===== config.mk =====
export PLATFORM = sky130hd
export DESIGN_NAME = scpm_ctrl
export DESIGN_NICKNAME = d
export VERILOG_FILES = /design/src/scpm_pkg.sv /design/src/scpm_ctrl.sv /design/src/scpm_step_gen.sv
export SDC_FILE = /design/constraint.sdc
export NUM_CORES = 1
export LEC_CHECK = 0
export BUFFER_PORTS_ARGS = -buffer_cell sky130_fd_sc_hd__buf_2
export CORE_ASPECT_RATIO = 0.6
export CORE_MARGIN = 3
export CORE_UTILIZATION = 30
export DETAILED_ROUTE_END_ITERATION = 7
export GPL_TIMING_DRIVEN = 0
export PLACE_DENSITY = 0.5
export REMOVE_ABC_BUFFERS = 1
export SLEW_MARGIN = 25
export SYNTH_ARGS = -nofsm -noshare
export SYNTH_HDL_FRONTEND = slang
export SYNTH_SLANG_ARGS = --single-unit

===== constraint.sdc =====
create_clock -name clk_i -period 3.2 [get_ports clk_i]
set_clock_uncertainty 0.2 [all_clocks]
set_input_delay 0.32 -clock clk_i [delete_from_list [all_inputs] [get_ports clk_i]]
set_output_delay 0.32 -clock clk_i [all_outputs]
set_load 0.02 [all_outputs]

===== src/scpm_pkg.sv =====
package scpm_pkg;
  localparam int unsigned REG_W = 16;
  localparam int unsigned ADDR_W = 6;
  localparam logic [5:0] ADDR_GEN2_PHASE = 6'h15;
  localparam logic [5:0] ADDR_GEN3_MODE = 6'h16;
  localparam logic [15:0] GEN2_PHASE_RST = 16'h0000;
  localparam logic [15:0] GEN3_MODE_RST = 16'h0000;
  localparam logic [15:0] GEN2_PHASE_MASK = 16'h01FF;
  localparam logic [15:0] GEN3_MODE_MASK = 16'hFCFF;
  localparam int unsigned PH_DIR_BIT = 8;
  localparam int unsigned MAG_W = 8;
  localparam int unsigned G3_REF_BIT = 15;
  localparam int unsigned G3_VID_BIT = 14;
  localparam int unsigned G3_GAIN_BIT = 13;
  localparam int unsigned G3_P200_BIT = 12;
  localparam int unsigned G3_X87_BIT = 11;
  localparam int unsigned G3_C128_BIT = 10;
  localparam int unsigned G3_RATE_MSB = 7;
  // phase unit, millidegrees per lsb
  localparam int unsigned PHASE_LSB_MDEG = 120;
  localparam int unsigned MCLK_KHZ = 24576;
  localparam int unsigned STEP_KHZ = 3072;
  localparam int unsigned STEP_DIV = MCLK_KHZ / STEP_KHZ;
  localparam logic [2:0] STEP_LAST = 3'(STEP_DIV - 1);
  localparam logic [15:0] RATE_MIN = 16'h0FA0;
  localparam logic [15:0] RATE_MAX = 16'hD2F0;
endpackage : scpm_pkg


===== src/scpm_ctrl.sv =====
`timescale 1ns/1ps
module scpm_ctrl (
  input wire logic clk_i,
  input wire logic resetn_i,
  input wire logic ce_i,
  input wire logic power_down_pin_n_i,
  input wire logic gen2_enable_i,
  input wire logic is_master_i,
  input wire logic slot0_start_i,
  input wire logic slave_frame_sync_in_i,
  input wire logic wr_i,
  input wire logic [5:0] wr_addr_i,
  input wire logic [15:0] wr_data_i,
  input wire logic rd_i,
  input wire logic [5:0] rd_addr_i,
  input wire logic slot1_i,
  input wire logic [15:0] gen3_rate_i,
  output logic [15:0] rd_data_o,
  output logic [15:0] slot1_data_o,
  output logic slot1_valid_o,
  output logic phase_step_o,
  output logic phase_retard_o,
  output logic gen3_use_sync_o,
  output logic gen3_video_o,
  output logic gen3_bitclk_en_o,
  output logic gen3_phase_shift_en_o,
  output logic gen3_eight_sevenths_o,
  output logic gen3_bitclk_plus200_o,
  output logic gen3_loop_gain_o,
  output logic gen3_conv_x128_o,
  output logic [7:0] gen3_rate_modifiers_o,
  output logic [15:0] gen3_rate_o,
  output logic gen3_rate_ok_o
);
  typedef struct packed {
    logic [2:0] pd_sync;
    logic [2:0] fs_sync;
    logic [15:0] phase;
    logic [15:0] mode;
    logic [15:0] snap;
    logic [15:0] rd_data;
    logic [15:0] pend;
    logic pend_v;
    logic [15:0] slot1;
    logic slot1_v;
    logic step;
    logic retard;
    logic use_sync;
    logic video;
    logic bitclk_en;
    logic ph_en;
    logic x87;
    logic p200;
    logic gain;
    logic c128;
    logic [7:0] rmod;
    logic [15:0] rate;
    logic rate_ok;
  } scpm_st_t;
  scpm_st_t s_r;
  scpm_st_t s_nxt;
  logic step_tick;
  logic ph_hold;
  logic frame_mark;
  logic [7:0] mag;
  logic ref_sync;
  logic vid;
  assign mag = s_r.phase[scpm_pkg::MAG_W-1:0];
  // pin levels resynchronised; only stage 1 and 2 are read by logic
  assign ph_hold = !s_r.pd_sync[1] || !gen2_enable_i;
  assign frame_mark = is_master_i ? slot0_start_i
                    : (s_r.fs_sync[1] && !s_r.fs_sync[2]);
  assign ref_sync = s_r.mode[scpm_pkg::G3_REF_BIT];
  // video bit has no meaning on crystal reference
  assign vid = ref_sync && s_r.mode[scpm_pkg::G3_VID_BIT];
  scpm_step_gen u_step (
    .clk_i(clk_i),
    .resetn_i(resetn_i),
    .en_i(ce_i),
    .run_i(mag != 8'h00 && !ph_hold),
    .step_o(step_tick)
  );
  always_comb begin
    s_nxt = s_r;
    s_nxt.pd_sync = {s_r.pd_sync[1:0], power_down_pin_n_i};
    s_nxt.fs_sync = {s_r.fs_sync[1:0], slave_frame_sync_in_i};
    s_nxt.step = 1'b0;
    if (step_tick && mag != 8'h00) begin
      s_nxt.phase[scpm_pkg::MAG_W-1:0] = mag - 8'h01;
      s_nxt.step = 1'b1;
    end
    if (frame_mark) begin
      s_nxt.snap = s_r.phase;
      if (s_r.pend_v) begin
        s_nxt.slot1 = s_r.pend;
        s_nxt.slot1_v = 1'b1;
        s_nxt.pend_v = 1'b0;
      end else begin
        s_nxt.slot1_v = 1'b0;
      end
    end
    if (slot1_i) begin
      s_nxt.slot1_v = 1'b0;
    end
    if (wr_i) begin
      if (wr_addr_i == scpm_pkg::ADDR_GEN2_PHASE) begin
        s_nxt.pend = s_r.phase;
        s_nxt.pend_v = 1'b1;
        if (!ph_hold) begin
          // reserved bits dropped; host should send zero there anyway
          s_nxt.phase = wr_data_i & scpm_pkg::GEN2_PHASE_MASK;
        end
      end else if (wr_addr_i == scpm_pkg::ADDR_GEN3_MODE) begin
        s_nxt.pend = s_r.mode;
        s_nxt.pend_v = 1'b1;
        s_nxt.mode = wr_data_i & scpm_pkg::GEN3_MODE_MASK;
      end
    end
    if (ph_hold) begin
      s_nxt.phase = scpm_pkg::GEN2_PHASE_RST;
    end
    if (rd_i) begin
      if (rd_addr_i == scpm_pkg::ADDR_GEN2_PHASE) begin
        s_nxt.rd_data = s_r.snap;
      end else if (rd_addr_i == scpm_pkg::ADDR_GEN3_MODE) begin
        s_nxt.rd_data = s_r.mode;
      end else begin
        s_nxt.rd_data = 16'h0000;
      end
    end
    s_nxt.retard = s_r.phase[scpm_pkg::PH_DIR_BIT];
    s_nxt.use_sync = ref_sync;
    s_nxt.video = vid;
    s_nxt.bitclk_en = !vid;
    s_nxt.ph_en = !ref_sync;
    s_nxt.x87 = !ref_sync && s_r.mode[scpm_pkg::G3_X87_BIT];
    s_nxt.p200 = !vid && s_r.mode[scpm_pkg::G3_P200_BIT];
    s_nxt.gain = s_r.mode[scpm_pkg::G3_GAIN_BIT];
    s_nxt.c128 = s_r.mode[scpm_pkg::G3_C128_BIT];
    s_nxt.rmod = s_r.mode[scpm_pkg::G3_RATE_MSB:0];
    s_nxt.rate = ref_sync ? 16'h0000 : gen3_rate_i;
    s_nxt.rate_ok = !ref_sync && gen3_rate_i >= scpm_pkg::RATE_MIN
                    && gen3_rate_i <= scpm_pkg::RATE_MAX;
  end
  always_ff @(posedge clk_i or negedge resetn_i) begin
    if (!resetn_i) begin
      s_r <= '0;
    end else if (ce_i) begin
      s_r <= s_nxt;
    end
  end
  assign rd_data_o = s_r.rd_data;
  assign slot1_data_o = s_r.slot1;
  assign slot1_valid_o = s_r.slot1_v;
  assign phase_step_o = s_r.step;
  assign phase_retard_o = s_r.retard;
  assign gen3_use_sync_o = s_r.use_sync;
  assign gen3_video_o = s_r.video;
  assign gen3_bitclk_en_o = s_r.bitclk_en;
  assign gen3_phase_shift_en_o = s_r.ph_en;
  assign gen3_eight_sevenths_o = s_r.x87;
  assign gen3_bitclk_plus200_o = s_r.p200;
  assign gen3_loop_gain_o = s_r.gain;
  assign gen3_conv_x128_o = s_r.c128;
  assign gen3_rate_modifiers_o = s_r.rmod;
  assign gen3_rate_o = s_r.rate;
  assign gen3_rate_ok_o = s_r.rate_ok;
endmodule : scpm_ctrl


===== src/scpm_step_gen.sv =====
`timescale 1ns/1ps
// divides the master clock by eight to pace phase processing
module scpm_step_gen (
  input wire logic clk_i,
  input wire logic resetn_i,
  input wire logic en_i,
  input wire logic run_i,
  output logic step_o
);
  typedef struct packed {
    logic [2:0] cnt;
    logic step;
  } scpm_step_st_t;
  scpm_step_st_t s_r;
  scpm_step_st_t s_nxt;
  always_comb begin
    s_nxt = s_r;
    s_nxt.step = 1'b0;
    if (!run_i) begin
      s_nxt.cnt = 3'h0;
    end else if (s_r.cnt == scpm_pkg::STEP_LAST) begin
      s_nxt.cnt = 3'h0;
      s_nxt.step = 1'b1;
    end else begin
      s_nxt.cnt = s_r.cnt + 3'h1;
    end
  end
  always_ff @(posedge clk_i or negedge resetn_i) begin
    if (!resetn_i) begin
      s_r <= '0;
    end else if (en_i) begin
      s_r <= s_nxt;
    end
  end
  assign step_o = s_r.step;
endmodule : scpm_step_gen


After elaboration in Yosys (flattened, before gate mapping):

Cells that the tools add are included.

* bitwise gates (word level): 1
* $lt $le $gt $ge: 2
* $add $sub $neg: 2
* eq/ne operators: 5
* muxes and demuxes: 22
* reduce and logical (&&, ||, !) cells: 27

Operators by type and width (number)
* $mux W16: 8
* $mux W17: 2
* $mux W32: 1
* $eq A6 B5 Y1 const B: 4
* $mux W18: 1
* $ge A16 B12 Y1 const B: 1
* $le A16 B16 Y1 const B: 1
* $reduce_and A3 Y1: 3
* $logic_and A1 B1 Y1: 8
* $mux W8: 1
* $reduce_bool A2 Y1: 4
* $reduce_bool A8 Y1: 1
* $sub A8 B1 Y8 const B: 1
* $mux W1: 7
* $logic_not A1 Y1: 6
* $mux W3: 2
* $reduce_and A2 Y1: 3
* $reduce_and A4 Y1: 1
* $add A3 B1 Y3 const B: 1
* $eq A3 B3 Y1 const B: 1
* $logic_or A1 B1 Y1: 1
* $not A1 Y1: 1

* bits of input ports: 55
* output and inout bits: 68
* flip-flop bits (word level): 140

Logic depth before layout (Yosys ltp):

Gate-level depths: netlist of run 1.

* depth in word-level cells: 7
* gate-level depth with buffers: 6
* gate-level depth less buffers: 6

Cells and area by module:

Synthesis of run 1 repeated with hierarchy kept, for this count alone.

* cell total of the unflattened synthesis: 500
* area total of the unflattened synthesis: 5738.0 µm²

By module, submodules not included
* scpm_ctrl: cells each 482, times used 1, sequential area each 2977.9 µm², area an instance 5549.1 µm²
* scpm_step_gen: cells each 18, times used 1, sequential area each 100.1 µm², area an instance 188.9 µm²

Worst setup path before layout of run 1:

OpenSTA, ideal clock, no wires.

* path kind: reg2reg
* start point: register s_r (netlist bit mag[2])
* end point: register s_r (netlist bit mag[7])
* period minus slack after synthesis: 1.900 ns
* stages on the path, launching flop included: 6
* library setup time: 0.126 ns
* required time: 2.874 ns
* arrival: 1.574 ns
* path slack: 1.300 ns
* cell sequence: dfrtp_1 > buf_6 > or4_4 > nor4_4 > o21ai_1 > a221o_1

* cells in the longest elaborated chain, start to end: 6
* elaborated cells on any way between the ends: 7
* those cells by class: 1 x add/sub; 4 x mux; 2 x reduce/logical

Ends and longest elaborated chain
* start: declaration: line scpm_ctrl.sv:60 `scpm_st_t s_r;`
* start signal: assignment: line scpm_ctrl.sv:149 `s_r <= s_nxt;`
* parallel branches: the longest is 2 deep, another holds $sub A8 B1 Y8
* $mux W8 *: line scpm_ctrl.sv:88 `if (step_tick && mag != 8'h00) begin`
* $mux W16: line scpm_ctrl.sv:106 `if (wr_addr_i == scpm_pkg::ADDR_GEN2_PHASE) begin`
* $mux W32 *: line scpm_ctrl.sv:105 `if (wr_i) begin`
* $mux W16 *: line scpm_ctrl.sv:119 `if (ph_hold) begin`

Mark *: on every way between the ends. The select of a mux whose other input is x is not followed.
A chain may end at the register's enable or synchronous reset.

Final worst setup path of run 1:

* start point: input ce_i
* end point: register s_r (netlist bit s_nxt[17])

* cells in the longest elaborated chain, start to end: 1

Ends and longest elaborated chain
* start: declaration: line scpm_ctrl.sv:5 `input wire logic ce_i,`
* $reduce_and A4 Y1 (no line)

No other way between the ends.

==> results of run 1 <==
how the worst max path moves through the flow:
| stage | depth (start not counted) | to | from |
|---|---|---|---|
| final | 6 | s_nxt[17] | ce_i |
| after global routing | 6 | s_nxt[17] | ce_i |
| after CTS | 6 | s_nxt[17] | ce_i |
| after detailed placement | 6 | s_nxt[17] | ce_i |
| after global placement | 5 | s_r[112] | ce_i |
| after floorplan | 4 | ref_sync | wr_addr_i[3] |
synthesized netlist by cell type, types with 2 or more instances:
| library cell | count |
|---|---|
| a21oi_1 | 5 |
| a221o_1 | 5 |
| a22o_1 | 7 |
| a22oi_1 | 16 |
| a31oi_1 | 2 |
| a32o_1 | 2 |
| and2_1 | 3 |
| and3_1 | 2 |
| buf_2 | 3 |
| buf_4 | 60 |
| buf_6 | 3 |
| clkbuf_1 | 13 |
| dfrtp_1 | 123 |
| ha_1 | 4 |
| inv_1 | 29 |
| mux2_2 | 53 |
| mux2i_1 | 3 |
| nand2_1 | 39 |
| nand2b_1 | 2 |
| nand3_1 | 3 |
| nand3b_1 | 18 |
| nand4_1 | 2 |
| nor2_1 | 3 |
| nor2b_1 | 2 |
| nor3b_1 | 3 |
| nor3b_2 | 3 |
| nor4_1 | 2 |
| o21ai_0 | 44 |
| o21ai_1 | 3 |
| o22ai_1 | 4 |
| o2bb2ai_1 | 8 |
power by group:
group	internal, mW	switching (mW)
sequential	1.62	0.0522
clock	1.19	0.747
combinational	0.154	0.201
total	2.96	1.00
registers in the layout, indices dropped and copies added (netlist names), 3 cells and up:
signal and count:
gen3_rate_modifiers_o 8, s_r 29, slot1_data_o 15, u_step.s_r 3, rd_data_o 15, mag 8, s_nxt 15, gen3_rate_o 16
per-stage QoR:
step,setup WS (ps),instance area [um2]
final,653.4,7116
after global routing,441.2,7116
after CTS,614.1,7116
after detailed placement,178.8,6175
after global placement,-726.7,6086
after floorplan,1001,5190
per-layer routing:
layer	share of wire, %	vias to the layer above	global-route usage, %
met2	42	104	20.54
li1	-	1901	-
met4	0.36	0	3.724
met1	51	1947	19.97
met3	6.3	5	3.309
met5	0	-	0
area by class of cell:
class / count / area, um2 / area share (%)
Sequential cell: 123 / 3078 / 43.26
Tap cell: 240 / 300.3 / 4.220
Inverter: 29 / 108.9 / 1.530
Clock buffer: 18 / 439.2 / 6.172
Timing Repair Buffer: 155 / 1003 / 14.10
Clock inverter: 14 / 161.4 / 2.268
Multi-Input combinational cell: 265 / 2024 / 28.45
cells by family after synthesis:
| kind of cell | after synthesis |
|---|---|
| buf+inv | 108 |
| fa+ha+maj | 4 |
| flops | 123 |
| compound gates | 108 |
| simple gates | 95 |
| other cells | 1 |
| mux | 56 |
worst max-delay path, cell delays in order:
cell     delay [ps]
buf_4           250
buf_16          290
nand2_1         320
inv_1           220
and2_0          760
mux2_2          420
repair_timing:
item	CTS	global route
endpoints found under the hold margin	110	0
setup endpoints to repair	0	0
setup buffers	0	0
hold buffers	34	0
resized for setup	0	0
==> results.json, run 1 <==
{
  "min_to": "gen3_rate_o[9]",
  "fp.coreArea_um2": 18400,
  "crit_arrival_ps": 2640,
  "top_level_ports": 123,
  "drcViolationCount": 0,
  "synth-main-ff-cell": "dfrtp_1",
  "syn_area_um2": 5734,
  "yosysTopAreaCellShare_pct": 53.68,
  "hold_path_depth": 3,
  "layout_common_cells": "dfrtp_1 (123), buf_2 (117), mux2_2 (53)",
  "cap_viol_max_count": 0,
  "layout-drive-gt1-share_pct": 36.59,
  "final.setup.tns_ps": 0,
  "fmax_mhz": 392.7,
  "critPathKind": "input pin to flop",
  "insertion_delay_ps": 410,
  "yosys_register_bits": 123,
  "cts_tree": "done",
  "htreeDepth": 4,
  "drt_iter0_markers": 141,
  "synth_area_leaders": "dfrtp_1 (54%), mux2_2 (10%), buf_4 (7.9%)",
  "finalSetupViolCount": 0,
  "rr_worst_depth": 6,
  "synthCells": 495,
  "nets": 650,
  "power.leakage_nw": 3.438,
  "final_util_pct": 38.67,
  "diodes": 0,
  "root_buffer": "clkbuf_16",
  "slew_viol_final": 0,
  "portBuffers": 119,
  "slew_headroom_pct": 37.77,
  "clock-sinks": 123,
  "grt_pass1_vias": 4074,
  "rsz0062_at_grt": "no",
  "cp_max_fo": 61,
  "hold_path_class": "input pin to flop",
  "critPathLaunchType": "input pin",
  "worstReg2RegEnd": "mag[1]",
  "vias": 3957,
  "syn_area_per_cell_um2": 11.58,
  "synth-simple-area-share_pct": 10.41,
  "holdWs_ps": 14.60,
  "synth_compound_area_share_pct": 12.59,
  "grt_overflow": 0,
  "min_from": "gen3_rate_i[9]",
  "worstMarginPinSlew_ps": 933.4,
  "p_total_mw": 3.964,
  "numCtsBuffers": 17,
  "synth_enable_flop_cells": 0,
  "die_h_um": 113.1,
  "synth_fa_ha_area_share_pct": 0.8728,
  "dp_cells": 778,
  "cp_data_required_time_ps": 3290,
  "wl_um": 14140,
  "fill_cells": 1805,
  "ant_nets": 0,
  "wire_per_inst_um": 16.75,
  "worstSetupEndpointType": "flop",
  "yosysTopAreaCell": "dfrtp_1",
  "regToRegSetupSlack_ps": 1050,
  "final_cells": 844,
  "synth-xor-area-share_pct": 0,
  "dp_hpwl_um": 9804,
  "grt_max_degree": 72,
  "async_reset_ff_share_pct": 100.0,
  "synthMuxAreaShare_pct": 10.93,
  "finalCritPeriodShare_pct": 79.58,
  "drt_pre_antenna_iters": 5,
  "irDropWorstVdd_mv": 0.2978,
  "power_density_nw_per_um2": 557.1,
  "track_usage_pct": 13.75,
  "synth_top_family_by_area": "compound AO/OA/AOI/OAI gates",
  "final_common_cell": "dfrtp_1",
  "fp-row-count": 38,
  "cts_buffer_depth": 2,
  "fp.dieW_um": 184.5,
  "start_util_pct": 31.16,
  "ys_seq_area_share_pct": 53.68,
  "syn_to_final_growth_pct": 24.09,
  "netlist-cell-type-count": 57,
  "min_period_ps": 2547,
  "report.final.hold_viol_count": 0,
  "antenna_found_initial": 0,
  "grt_pass1_wl_um": 22230,
  "via_per_inst": 4.688,
  "cts.clk_slew.worst_paths_ps": 60,
  "rr_startpoint": "mag[1]",
  "status": "finished clean",
  "dieArea_um2": 20860,
  "yosysWarnings": 0,
  "gp_congestion": 0.7670
}
(Power assumes the default switching activity.)
==> run 2: changes to the inputs <==
--- a/config.mk
+++ b/config.mk
@@ -5,6 +5,7 @@
 export SDC_FILE = /design/constraint.sdc
 export NUM_CORES = 1
 export LEC_CHECK = 0
+export ABC_AREA = 1
 export BUFFER_PORTS_ARGS = -buffer_cell sky130_fd_sc_hd__buf_2
 export CORE_ASPECT_RATIO = 0.6
 export CORE_MARGIN = 3
==> constraint.sdc (replaced) <==
create_clock -name clk_i -period 2.4 [get_ports clk_i]
set_clock_uncertainty 0.2 [all_clocks]
set_input_delay 0.24 -clock clk_i [delete_from_list [all_inputs] [get_ports clk_i]]
set_output_delay 0.24 -clock clk_i [all_outputs]
set_load 0.02 [all_outputs]
==> results.json, run 2 <==
{
  "layout-drive-gt1-share_pct": 22.74,
  "final_cells": 1014,
  "dp_cells": 946,
  "drt_iter0_markers": 292,
  "cts_tree": "done",
  "crit_arrival_ps": 2260,
  "grt_pass1_vias": 4473,
  "min_period_ps": 2175,
  "wire_per_inst_um": 14.54,
  "diodes": 0,
  "path_delay_family": "simple AND/OR/NAND/NOR gates",
  "power_density_nw_per_um2": 818.0,
  "synth_area_leaders": "dfrtp_1 (53%), nand2_1 (10%), buf_4 (7.3%)",
  "fp.coreArea_um2": 18450,
  "fp-row-count": 38,
  "syn_area_per_cell_um2": 8.700,
  "htreeDepth": 4,
  "ys_seq_area_share_pct": 53.28,
  "grt_overflow": 0,
  "gp_congestion": 0.8185,
  "grt_pass1_wl_um": 24230,
  "final_util_pct": 38.69,
  "grt_max_degree": 89,
  "post_cts_buffers": 0,
  "wl_um": 14740,
  "rsz0062_at_grt": "no",
  "numCtsBuffers": 17,
  "yosys_register_bits": 123,
  "synthCells": 664,
  "cp_data_required_time_ps": 2490,
  "finalSetupViolCount": 0,
  "finalCritPeriodShare_pct": 90.60,
  "async_reset_ff_share_pct": 100.0,
  "critPathLaunchType": "input pin",
  "synth_enable_flop_cells": 0,
  "crit_buf_inv": 3,
  "cts_buffer_depth": 2,
  "power.leakage_nw": 3.708,
  "worstMarginPinSlew_ps": 739.1,
  "vias": 4546,
  "yosys-top-cells-count": "nand2_1 (159), dfrtp_1 (123), o21ai_0 (76), inv_1 (73), buf_4 (56)",
  "final_common_cell": "nand2_1",
  "syn_area_um2": 5777,
  "slew_viol_final": 0,
  "insertion_delay_ps": 420,
  "yosysWarnings": 0,
  "route.met2.wl_um": 5939,
  "path_cells": "dlygate4sd3_1 -> buf_2 -> nand2_1 -> inv_2 -> nand4_4 -> nand2_4 -> o21ai_0",
  "clock-sinks": 123,
  "dieArea_um2": 21010,
  "track_usage_pct": 14.63,
  "synth-main-ff-cell": "dfrtp_1",
  "met3_wirelength_um": 1075,
  "root_buffer": "clkbuf_16",
  "cts.clk_slew.worst_paths_ps": 60,
  "fp.dieW_um": 185.1,
  "synth.most_common_cell": "nand2_1",
  "ant_nets": 0,
  "dp_hpwl_um": 9900,
  "status": "finished clean",
  "portBuffers": 119,
  "cp_max_fo": 36,
  "irDropWorstVdd_mv": 0.4902,
  "fmax_mhz": 459.9,
  "critPathKind": "input pin to flop",
  "top_register": "s_r",
  "top_layer_used": "met4",
  "antenna_found_initial": 0,
  "nets": 820,
  "slew_headroom_pct": 50.54,
  "drt_pre_antenna_iters": 5,
  "cap_viol_max_count": 0,
  "worst_path_max_delay_cell": "dlygate4sd3_1",
  "netlist-cell-type-count": 36,
  "syn_to_final_growth_pct": 23.54,
  "fill_cells": 1921,
  "largest_reg_flops": 29,
  "via_per_inst": 4.483,
  "worstSetupEndpointType": "flop",
  "die_h_um": 113.5,
  "hold_path_class": "input pin to flop",
  "m1WireLength_um": 7607,
  "start_util_pct": 31.31,
  "report.final.hold_viol_count": 0,
  "yosysTopAreaCell": "dfrtp_1",
  "layout_common_cells": "nand2_1 (158), dfrtp_1 (123), buf_2 (118)",
  "yosysTopAreaCellShare_pct": 53.28,
  "top_level_ports": 123,
  "drcViolationCount": 0,
  "cp_slowest_stage_delay_ps": 530
}
==> run 2: cell types whose count changed in the layout (fill, tap and decap cells not counted), moves of 6 or more <==
cell	previous run	this run
nand2_1	38	158
mux2_2	53	0
inv_1	29	73
o21ai_0	44	76
nor2_1	3	34
nand3_1	3	31
nand3b_1	18	0
a22oi_1	16	1
a21oi_1	5	13
o2bb2ai_1	8	0
o31ai_1	1	7
==> run 2: worst reg2reg max path, cell delays in order (launching register included) <==
cell     delay [ps]
dfrtp_1         440
inv_1           130
ha_1            230
inv_1            60
nor2_1           40
nand2_2         100
nand2_1         190
o21ai_0         200
nand3_1          80
nand2_1          90
nand2_1          40
==> run 2: power by group <==
group / internal [mW] / leakage (nW) / switching [mW]
clock: 1.58 / 0.282 / 1.03
sequential: 2.30 / 1.53 / 0.103
combinational: 0.295 / 1.90 / 0.531
total: 4.17 / 3.71 / 1.67
==> run 2: kinds of logic (layout without fill, tap and decap cells) <==
family	after synthesis	after routing	share of synthesized area (%)
AOI/OAI and AO/OA	134	134	13.26
adders and majority gates	4	4	0.8664
DFF	123	123	53.28
and+or+nand+nor	244	244	17.96
other	1	2	0.06491
buffers and inverters	158	267	14.58
==> run 2: through the flow <==
step | instance area [um2] | hold slack [ps] | setup TNS (ps) | worst slack [ps] | power (mW)
2_1_floorplan | 5235 | -255.6 | 0 | 642.2 | 2.876
3_5_place_dp | 6173 | -60.56 | -4663 | -220.9 | 3.230
3_3_place_gp | 6131 | 243.1 | -123180 | -893.4 | 3.216
6_report | 7137 | 23.42 | 0 | 225.5 | 5.838
4_1_cts | 7132 | 2.589 | 0 | 156.2 | 5.917
5_1_grt | 7137 | 31.25 | 0 | 45.25 | 6.119
==> run 2: final timing paths <==
| kind | from | to | slack (ps) | cells past startpoint |
|---|---|---|---|---|
| hold reg to reg | rd_data_o[0] | rd_data_o[0] | 270 | 2 |
| max in group asynchronous | resetn_i | u_step.step_o | 1160 | 3 |
| min in group asynchronous | resetn_i | gen3_rate_modifiers_o[3] | 90 | 2 |
| setup / recovery | wr_i | s_r[55] | 230 | 7 |
| setup reg to reg | mag[0] | mag[2] | 480 | 10 |
| hold / removal | rd_addr_i[1] | rd_data_o[2] | 20 | 4 |
==> run 2: layout make-up <==
cell class,instances,area [um2],area share [%]
multi-input cells,384,1868,26.17
inverters,79,299.0,4.190
flip-flops and latches,123,3078,43.13
clock inverters,14,158.9,2.227
repair buffers,156,993.5,13.92
well taps,240,300.3,4.208
clock buffers,18,439.2,6.154
==> run 2: repair_timing <==
action | in CTS | in global routing
setup endpoints to repair | 0 | 4
hold buffers | 36 | 0
resized for setup | 0 | 1
hold endpoints to repair | 165 | 0
==> run 2: routing by layer <==
metal / global-route usage (%) / up-vias
met3: 5.131 / 15
li1: - / 2275
met4: 3.596 / 0
met5: 0 / -
met2: 20.57 / 124
met1: 21.50 / 2132
==> run 3: changes to the inputs <==
--- a/config.mk
+++ b/config.mk
@@ -10,6 +10,7 @@
 export CORE_ASPECT_RATIO = 0.6
 export CORE_MARGIN = 3
 export CORE_UTILIZATION = 30
+export CTS_CLUSTER_DIAMETER = 150
 export DETAILED_ROUTE_END_ITERATION = 7
 export GPL_TIMING_DRIVEN = 0
 export PLACE_DENSITY = 0.5
==> constraint.sdc (replaced) <==
create_clock -name clk_i -period 2.1 [get_ports clk_i]
set_clock_uncertainty 0.2 [all_clocks]
set_input_delay 0.21 -clock clk_i [delete_from_list [all_inputs] [get_ports clk_i]]
set_output_delay 0.21 -clock clk_i [all_outputs]
set_load 0.02 [all_outputs]
==> results.json, run 3 (synthesized netlist as in run 2, its figures left out) <==
{
  "cp-startpoint": "ce_i",
  "largest_reg_flops": 29,
  "layout-drive-gt1-share_pct": 22.94,
  "syn_to_final_growth_pct": 24.11,
  "rsz0062_at_grt": "no",
  "regToRegSetupSlack_ps": 270,
  "wl_um": 14700,
  "grt_overflow": 0,
  "hold_path_depth": 3,
  "start_util_pct": 31.31,
  "min_to": "s_nxt[135]",
  "nets": 822,
  "grt_pass1_vias": 4484,
  "power_density_nw_per_um2": 930.3,
  "p_seq_share_pct": 41.2,
  "fp.coreArea_um2": 18450,
  "grt_pass1_wl_um": 24230,
  "cap_viol_max_count": 0,
  "diodes": 0,
  "worstMarginPinSlew_ps": 752.2,
  "drt_pre_antenna_iters": 4,
  "worstReg2RegEnd": "slot1_data_o[6]",
  "power_frac_clock_pct": 44.6,
  "sw_frac_of_total_pct": 28.46,
  "die_h_um": 113.5,
  "root_buffer": "clkbuf_16",
  "slew_viol_final": 0,
  "dieArea_um2": 21010,
  "cts_tree": "done",
  "finalSetupViolCount": 0,
  "fill_cells": 1918,
  "critPathLaunchType": "input pin",
  "dp_hpwl_um": 9900,
  "antenna_found_initial": 0,
  "power.net_switching_mw": 1.898,
  "drt_iter0_markers": 256,
  "p_comb_share_pct": 14.2,
  "fmax_mhz": 530.3,
  "status": "finished clean",
  "top_register": "s_r",
  "track_usage_pct": 14.63,
  "intPower_mw": 4.772,
  "crit_arrival_ps": 2030,
  "rr_startpoint": "s_r[135]",
  "fp-row-count": 38,
  "portBuffers": 119,
  "rr_worst_depth": 8,
  "drcViolationCount": 0,
  "min_from": "ce_i",
  "power.leakage_nw": 3.716,
  "irDropWorstVdd_mv": 0.5676,
  "critPathKind": "input pin to flop",
  "hold_path_class": "input pin to flop",
  "via_per_inst": 4.458,
  "slew_headroom_pct": 49.67,
  "finalCritPeriodShare_pct": 89.80,
  "insertion_delay_ps": 420,
  "fp.dieW_um": 185.1,
  "layout_common_cells": "nand2_1 (157), dfrtp_1 (123), buf_2 (118)",
  "htreeDepth": 4,
  "ant_nets": 0,
  "vias": 4529,
  "gp_congestion": 0.8185,
  "final_common_cell": "nand2_1",
  "final.setup.tns_ps": 0,
  "cts.clk_slew.worst_paths_ps": 60,
  "top_level_ports": 123,
  "cp_max_fo": 62,
  "numCtsBuffers": 17,
  "worstSetupEndpointType": "flop",
  "cts_buffer_depth": 2,
  "holdWs_ps": 7.654,
  "wire_per_inst_um": 14.46,
  "cp_data_required_time_ps": 2250,
  "min_period_ps": 1886,
  "grt_max_degree": 89,
  "report.final.hold_viol_count": 0,
  "clock-sinks": 123
}
-- run 3: changes by cell type in the layout (fill, tap and decap cells not counted), sizes merged --
cell,previous run,this run
dlygate4sd3,36,38
-- run 3: power by group through the flow --
| stage | Sequential (mW) | Clock (mW) | Combinational (mW) |
|---|---|---|---|
| floorplan | 2.98 | 0 | 0.308 |
| global placement | 2.78 | 0 | 0.892 |
| detailed placement | 2.78 | 0 | 0.907 |
| CTS | 2.75 | 3.06 | 0.963 |
| global route | 2.78 | 3.17 | 1.06 |
| finish | 2.75 | 2.98 | 0.946 |
-- run 3: worst max-delay path, cell delays in order --
cell	delay (ps)
buf_2	330
inv_4	350
nor2_1	690
o21ai_0	210
inv_1	100
nand2_1	50
nand2_1	50
-- run 3: area by class of cell --
cell class | count | area, um2 | area share, %
clock buffers | 18 | 439.2 | 6.126
clock inverters | 14 | 158.9 | 2.216
inverters | 79 | 299.0 | 4.171
multi-input cells | 384 | 1881 | 26.23
flip-flops and latches | 123 | 3078 | 42.93
well taps | 240 | 300.3 | 4.188
repair buffers | 158 | 1013 | 14.14
-- run 3: what timing repair did --
action                     CTS  global route
setup endpoints to repair   25             6
hold endpoints to repair   173             0
setup buffers                0             0
hold buffers                38             0
gates resized for setup      2             3
-- run 3: layer usage --
layer	GRT usage (%)	vias to the layer above	share of wire [%]
met1	21.48	2121	51
met3	5.131	15	7.5
met2	20.62	117	40
li1	-	2276	-
met4	3.596	0	0.79
met5	0	-	0
-- run 3: worst max path at each step --
stage               slack [ps]         endpoint
finish                     210           mag[7]
CTS                        180           mag[7]
global route                20          s_r[54]
detailed placement        -490   gen3_rate_o[0]
global placement         -1160   gen3_rate_o[9]
floorplan                  370  slot1_data_o[0]
-- run 3: stage by stage --
| step | worst slack, ps | cells | area (um2) | total power [mW] | utilization (%) |
|---|---|---|---|---|---|
| 2_1_floorplan | 372.2 | 586 | 5235 | 3.287 | - |
| 3_3_place_gp | -1163 | 945 | 6131 | 3.676 | 33.23 |
| 3_5_place_dp | -490.9 | 946 | 6173 | 3.691 | 33.46 |
| 4_1_cts | 176.3 | 1016 | 7157 | 6.767 | 38.80 |
| 5_1_grt | 16.62 | 1016 | 7169 | 6.998 | 38.86 |
| 6_report | 214.1 | 1016 | 7169 | 6.670 | 38.86 |
